`src/hw/pisx_pkg.sv`:
```
/*
 Package for the packed-integer SIMD prefix and exception checker.
 Holds prefix byte codes, fault codes, decode carriers and register-file layout.
 Assumes a core that presents one decoded instruction at a time with its prefixes.
*/
package pisx_pkg;

   // ==========================================================================
   // Prefix byte codes
   localparam logic [7:0] PFX_ADDR_SIZE = 8'h67;
   localparam logic [7:0] PFX_OPER_SIZE = 8'h66;
   localparam logic [7:0] PFX_SEG_CS = 8'h2E;
   localparam logic [7:0] PFX_SEG_SS = 8'h36;
   localparam logic [7:0] PFX_SEG_DS = 8'h3E;
   localparam logic [7:0] PFX_SEG_ES = 8'h26;
   localparam logic [7:0] PFX_SEG_FS = 8'h64;
   localparam logic [7:0] PFX_SEG_GS = 8'h65;
   localparam logic [7:0] PFX_REP = 8'hF3;
   localparam logic [7:0] PFX_REPNE = 8'hF2;
   localparam logic [7:0] PFX_LOCK = 8'hF0;

   // ==========================================================================
   // Exception vectors presented to the core
   localparam logic [7:0] VEC_INVALID_OPCODE = 8'h06;
   localparam logic [7:0] VEC_SEG_NOT_PRESENT = 8'h0B;
   localparam logic [7:0] VEC_STACK_LIMIT = 8'h0C;
   localparam logic [7:0] VEC_GEN_PROTECT = 8'h0D;
   localparam logic [7:0] VEC_PAGE_FAULT = 8'h0E;
   localparam logic [7:0] VEC_NUMERIC_ERROR = 8'h10;

   // ==========================================================================
   // Register file layout and reset values
   localparam int NUM_REGS = 8;
   localparam int REG_IDX_W = 3;
   localparam int FP_REG_W = 80;
   localparam int SIMD_W = 64;
   localparam logic [15:0] EXP_ALL_ONES = 16'hFFFF;
   localparam logic [1:0] TAG_VALID = 2'h0;
   localparam logic [1:0] TAG_EMPTY = 2'h3;
   localparam logic [2:0] TOP_RESET = 3'h0;
   localparam logic [2:0] TOP_SIMD = 3'h0;

   // Segment selection codes
   typedef enum logic [2:0] {
      PISX_SEG_ES = 3'h0,
      PISX_SEG_CS = 3'h1,
      PISX_SEG_SS = 3'h2,
      PISX_SEG_DS = 3'h3,
      PISX_SEG_FS = 3'h4,
      PISX_SEG_GS = 3'h5
   } pisx_seg_t;

   // Instruction as presented by the front end
   typedef struct packed {
      logic is_simd;
      logic is_empty_instr;
      logic has_mem;
      logic writes_reg;
      logic [2:0] dst_reg;
      logic [63:0] result;
      logic [7:0] pfx_count;
      logic [63:0] pfx_bytes;
   } pisx_instr_t;

   // Memory-access fault report from the address unit
   typedef struct packed {
      logic page_fault;
      logic seg_not_present;
      logic limit_violation;
      logic stack_seg;
   } pisx_mem_fault_t;

   // Decode outcome
   typedef struct packed {
      logic execute;
      logic fault;
      logic [7:0] vector;
      logic addr_size_32;
      logic seg_override;
      logic [2:0] segment;
   } pisx_result_t;

endpackage

```
`src/hw/pisx_regfile.sv`:
```
/*
 Shared floating-point / packed SIMD register storage with tags and top pointer.
 Assumes writes come from the checker only; read data is registered.
*/
`timescale 1ns/100ps
module pisx_regfile #(
   parameter int NUM = pisx_pkg::NUM_REGS,
   parameter int WIDTH = pisx_pkg::FP_REG_W
) (
   input wire logic clk_i,
   input wire logic reset_n_i,
   input wire logic wr_en_i,
   input wire logic [2:0] wr_idx_i,
   input wire logic [WIDTH-1:0] wr_data_i,
   input wire logic tag_all_valid_i,
   input wire logic tag_all_empty_i,
   input wire logic top_set_i,
   input wire logic [2:0] top_val_i,
   input wire logic [2:0] rd_idx_i,
   output logic [WIDTH-1:0] rd_data_o,
   output logic [2*NUM-1:0] tags_o,
   output logic [2:0] top_o
);
   if (NUM != 8 || WIDTH < pisx_pkg::SIMD_W + 16) begin : g_bad_size
      $error("pisx_regfile: unsupported size");
   end

   logic [WIDTH-1:0] mem_reg [NUM];
   logic [2*NUM-1:0] tags_reg;
   logic [2:0] top_reg;

   // ==========================================================================
   // One storage for both views of the registers
   always_ff @(posedge clk_i) begin
      if (wr_en_i) begin
         mem_reg[wr_idx_i] <= wr_data_i;
      end
      rd_data_o <= mem_reg[rd_idx_i];
   end

   always_ff @(posedge clk_i) begin
      if (!reset_n_i) begin
         tags_reg <= {NUM{pisx_pkg::TAG_EMPTY}};
         top_reg <= pisx_pkg::TOP_RESET;
      end else begin
         if (tag_all_valid_i) begin
            tags_reg <= {NUM{pisx_pkg::TAG_VALID}};
         end else if (tag_all_empty_i) begin
            tags_reg <= {NUM{pisx_pkg::TAG_EMPTY}};
         end
         if (top_set_i) begin
            top_reg <= top_val_i;
         end
      end
   end

   assign tags_o = tags_reg;
   assign top_o = top_reg;
endmodule

```
`config.mk`:
```
export PLATFORM = sky130hd
export DESIGN_NAME = pisx_regfile
export DESIGN_NICKNAME = d
export VERILOG_FILES = /design/src/hw/pisx_pkg.sv /design/src/hw/pisx_regfile.sv
export SDC_FILE = /design/constraint.sdc
export NUM_CORES = 1
export LEC_CHECK = 0
export BUFFER_PORTS_ARGS = -buffer_cell sky130_fd_sc_hd__clkbuf_2
export CAP_MARGIN = 5
export CORE_ASPECT_RATIO = 1.75
export CORE_UTILIZATION = 63
export CTS_CLUSTER_DIAMETER = 100
export DETAILED_ROUTE_END_ITERATION = 6
export GPL_ROUTABILITY_DRIVEN = 0
export PLACE_DENSITY = 0.81
export SETUP_SLACK_MARGIN = 0.2
export SYNTH_ARGS = -nofsm -noshare
export SYNTH_HDL_FRONTEND = slang
export SYNTH_SLANG_ARGS = --single-unit
```
`constraint.sdc`:
```
create_clock -name clk_i -period 18.5 [get_ports clk_i]
set_input_delay 0.925 -clock clk_i [delete_from_list [all_inputs] [get_ports clk_i]]
set_output_delay 0.925 -clock clk_i [all_outputs]
set_load 0.005 [all_outputs]
```
==> results.md <==
Clocking:
- Counting along the longest clock path gives a buffer depth of 3.
- In this run the post-CTS setup repair buffer count came out at 0.
- The total clock buffers created by CTS is 57.
- Clock-pin slew was measured on the worst setup and hold paths at 0.07 ns.
- The post-cts resize count is 0.
- CTS saw 724 sinks.
- The clock tree from TritonCTS is built.
- The H-tree was split into 2 levels.
- The number of buffers added to fix hold violations after cts is 0.
- The clock latency reported for the late side of the worst-skew pair is 0.60 ns.
- The tree is rooted in a clkbuf_16.

Synthesis:
- The yosys synthesis warning count is 0.
- After synthesis the netlist holds a flip-flop and latch count of 724.
- The synthesized area is 25900 sq um.
- Of the synthesized area, sequential elements account for 80.7%.
- Synthesis produced a netlist with a net count of 1140.
- The synthesized area divided by synthesized cell count is 24.8 sq um.
- The synthesized instance count is 1045.
- The count of cell types in the netlist is 16.

Timing:
- Setup violations remaining at the end of the flow were counted as 0.
- Setup total negative slack on the finished layout was measured at 0 ns.
- The setup slack of the critical path after layout is 15.54 ns.
- Headroom to the max-slew limit came out at 28.8%.
- The count of final hold-check violations is 0.
- The number of max-slew violations in the final report is 0.
- Across the routed clock network, the largest skew measured is 0.0113 ns.
- The final clock period utilization by the worst path is 16.0%.
- Timing would allow up to 338 MHz.
- The worst path needs 2.96 ns of the cycle, external delays included.
- For the pin with the worst max-slew slack, the measured transition is 1.07 ns.
- Setup repair after global routing left no endpoint under its margin.

GRT:
- The via count of the first global-routing pass is 12073.
- The first global-routing pass estimated 73.0 mm of wire.
- The met1 routing resource usage after global routing is 30.9%.
- The aggregate global routing overflow is 0.
- met2 is the most crowded layer.
- Global routing used 4.35% of the available met3 tracks.
- The number of antenna violations at the first check in global routing is 4.
- The overall fraction of global-route tracks in use is 24.1%.
- The met2 capacity usage during global routing is 41.6%.
- The largest net degree at the start of global routing is 90.

Critical path:
- For this run, the slowest stage of the critical path takes 0.90 ns.
- On the critical path, the stage with the largest delay is an instance of buf_4.
- The path depth of the worst reg2reg path is 2.
- STA puts the critical path data required time at 18.98 ns.
- Of all nets on the critical path, the largest fanout is 89.
- Walking the worst path, the cells encountered are buf_6 -> buf_4 -> mux4_2 -> mux2_2.
- The category of the worst setup path capture point is a flop.
- On the critical path the largest part of the delay comes from buffers and inverters.
- The logic depth of the worst setup path including buffers is 4.
- The kind of start point of the critical path is an input pin.
- STA puts the critical path data arrival time at 3.44 ns.
- The critical path contains buffers and inverters numbering 2 combined.
- The worst setup path is of the in -> reg kind.

Final layout:
- The number of flip-flops in the largest register is 640.
- In the final design database the tool counted 1352 nets.
- The ratio of cells with drive above 1 in the final layout is 41.9%.
- The count of filler cells inserted in the layout is 2283.
- The cell area after layout is 29300 sq um.
- The final standard cell utilization of the core is 72.6%.
- The area added between synthesis and finish is 12.9%.

Floorplanning:
- Once the floorplan was initialized, standard cells occupied 64.3% of the core.
- The width of the die is 155 um.
- The number of placement rows is 97.
- During I/O placement, the number of pins put on the boundary was 194.
- The area inside the core boundary is 40300 sq um.
- The die outline height is 270 um.
- The area enclosed by the die boundary is 42000 sq um.

Run:
- The tool flagged a number of max-cap violations equal to 0.

Placement:
- In this run the tool buffered the top-level ports with 193 buffer cells.
- The cell area after placement is 27400 sq um.
- The total half-perimeter wirelength after legalization and detailed placement is 24.2 mm.
- Prior to clock tree synthesis, the placed netlist has a worst setup slack of 14.91 ns.

Drt:
- For this run, the detailed router's first-pass iteration total came to 5.
- Summed over all layers, the routed wires come to 48.8 mm.
- The number of nets with antenna violations after routing is 0.
- The number of design-rule violations left by the first detailed-router iteration is 933.
- The detail-routed net length per standard cell is 26.4 um.
- Across all layers, the routed design uses 11282 vias.
- The post-detailed-route DRC marker count is 0.
- In the routed layout, each cell is associated on average with a via count of 6.09.

Power and ir drop:
- The worst-case IR drop observed on VDD is 105 uV.
- The leakage power of the design is 9.72 nW.
- Power spread over the standard cell area amounts to 111 nW/um^2.

Hold path:
- Along the worst hold path, the cell count comes to 2.
- The tightest min-delay check is of the reg -> reg type.

Status:
- The flow ran to the end, and the final reports show no timing, DRC or antenna violations.
==> worst paths after layout <==
kind | start | to | slack [ns]
worst max-delay path | rd_idx_i[2] | rd_data_o[11] | 15.54
worst min-delay path | top_o[0] | top_o[0] | 0.52
worst max register to register | mem_reg[2][54] | rd_data_o[54] | 17.18
worst min register to register | top_o[0] | top_o[0] | 0.52
==> kinds of logic (layout without fill, tap and decap cells) <==
family,after synthesis,in the layout,synth area share [%]
buffers and inverters,60,320,1.49
flip-flops,724,724,80.7
multiplexers,243,243,17.5
other,0,3,0
AND/OR/NAND/NOR,17,17,0.314
AO/OA/AOI/OAI,1,1,0.0193
==> synth_stat cells <==
cell,instances,area share [%]
edfxtp_1,640,74
mux4_2,160,14
dfxtp_1,84,6.5
mux2_2,80,3.5
buf_2,17,0.33
buf_4,15,0.43
clkbuf_1,15,0.22
buf_6,11,0.48
nor2_1,7,0.10
mux2i_1,3,0.12
nand2b_1,3,0.072
nor2b_1,3,0.072
buf_1,2,0.029
nand2_1,2,0.029
nor3_1,2,0.039
o21ai_0,1,0.019
==> metrics by stage <==
step,hold slack [ns],cells,total power [mW]
2_1_floorplan,0.507,1045,2.00
3_5_place_dp,0.511,1742,2.07
3_3_place_gp,0.500,1742,2.06
4_1_cts,0.513,1849,3.26
5_1_grt,0.524,1852,3.34
6_report,0.522,1852,3.24
==> worst register-to-register path: stages (launching register included) <==
cell	delay [ns]
edfxtp_1	0.42
mux4_2	0.49
mux2_2	0.30
==> final cells by class <==
class	count	area [sq um]	area share, %
antenna	3	7.51	0.0257
clock inverter	31	267	0.911
timing repair buffer	213	1130	3.88
multi-input combinational	261	4680	16.0
clock buffer	76	1590	5.44
sequential	724	20900	71.4
tap	544	681	2.33
==> layer usage <==
metal  vias to the layer above  routed length [um]  part of all wire (%)
met3                        87                3250                   6.7
li1                       4796                   -                     -
met2                       449               26100                    54
met1                      5948               18100                    37
met4                         2                1290                   2.6
met5                         -                  13                 0.027
==> placed cells by master, fill, tap and decap left out, types with 3 or more instances in the layout <==
| master | instances |
|---|---|
| mux2_2 | 80 |
| diode_2 | 3 |
| clkbuf_2 | 190 |
| dfxtp_1 | 84 |
| edfxtp_1 | 640 |
| clkbuf_8 | 5 |
| buf_4 | 21 |
| mux2i_1 | 3 |
| nand2b_1 | 3 |
| nor2b_1 | 3 |
| clkinv_2 | 11 |
| bufinv_16 | 4 |
| nor2_4 | 6 |
| mux4_2 | 160 |
| clkinvlp_4 | 3 |
| clkbuf_16 | 59 |
| clkbuf_1 | 12 |
| clkinv_1 | 9 |
==> where the power goes <==
group	leakage, nW	switching [mW]	total (mW)	internal [mW]
logic	2.29	0.0890	0.172	0.0830
clock network	0.909	0.539	1.20	0.661
registers	6.52	0.0205	1.87	1.85
total	9.72	0.649	3.24	2.59
No activity file was read; power rests on OpenSTA's default activity.
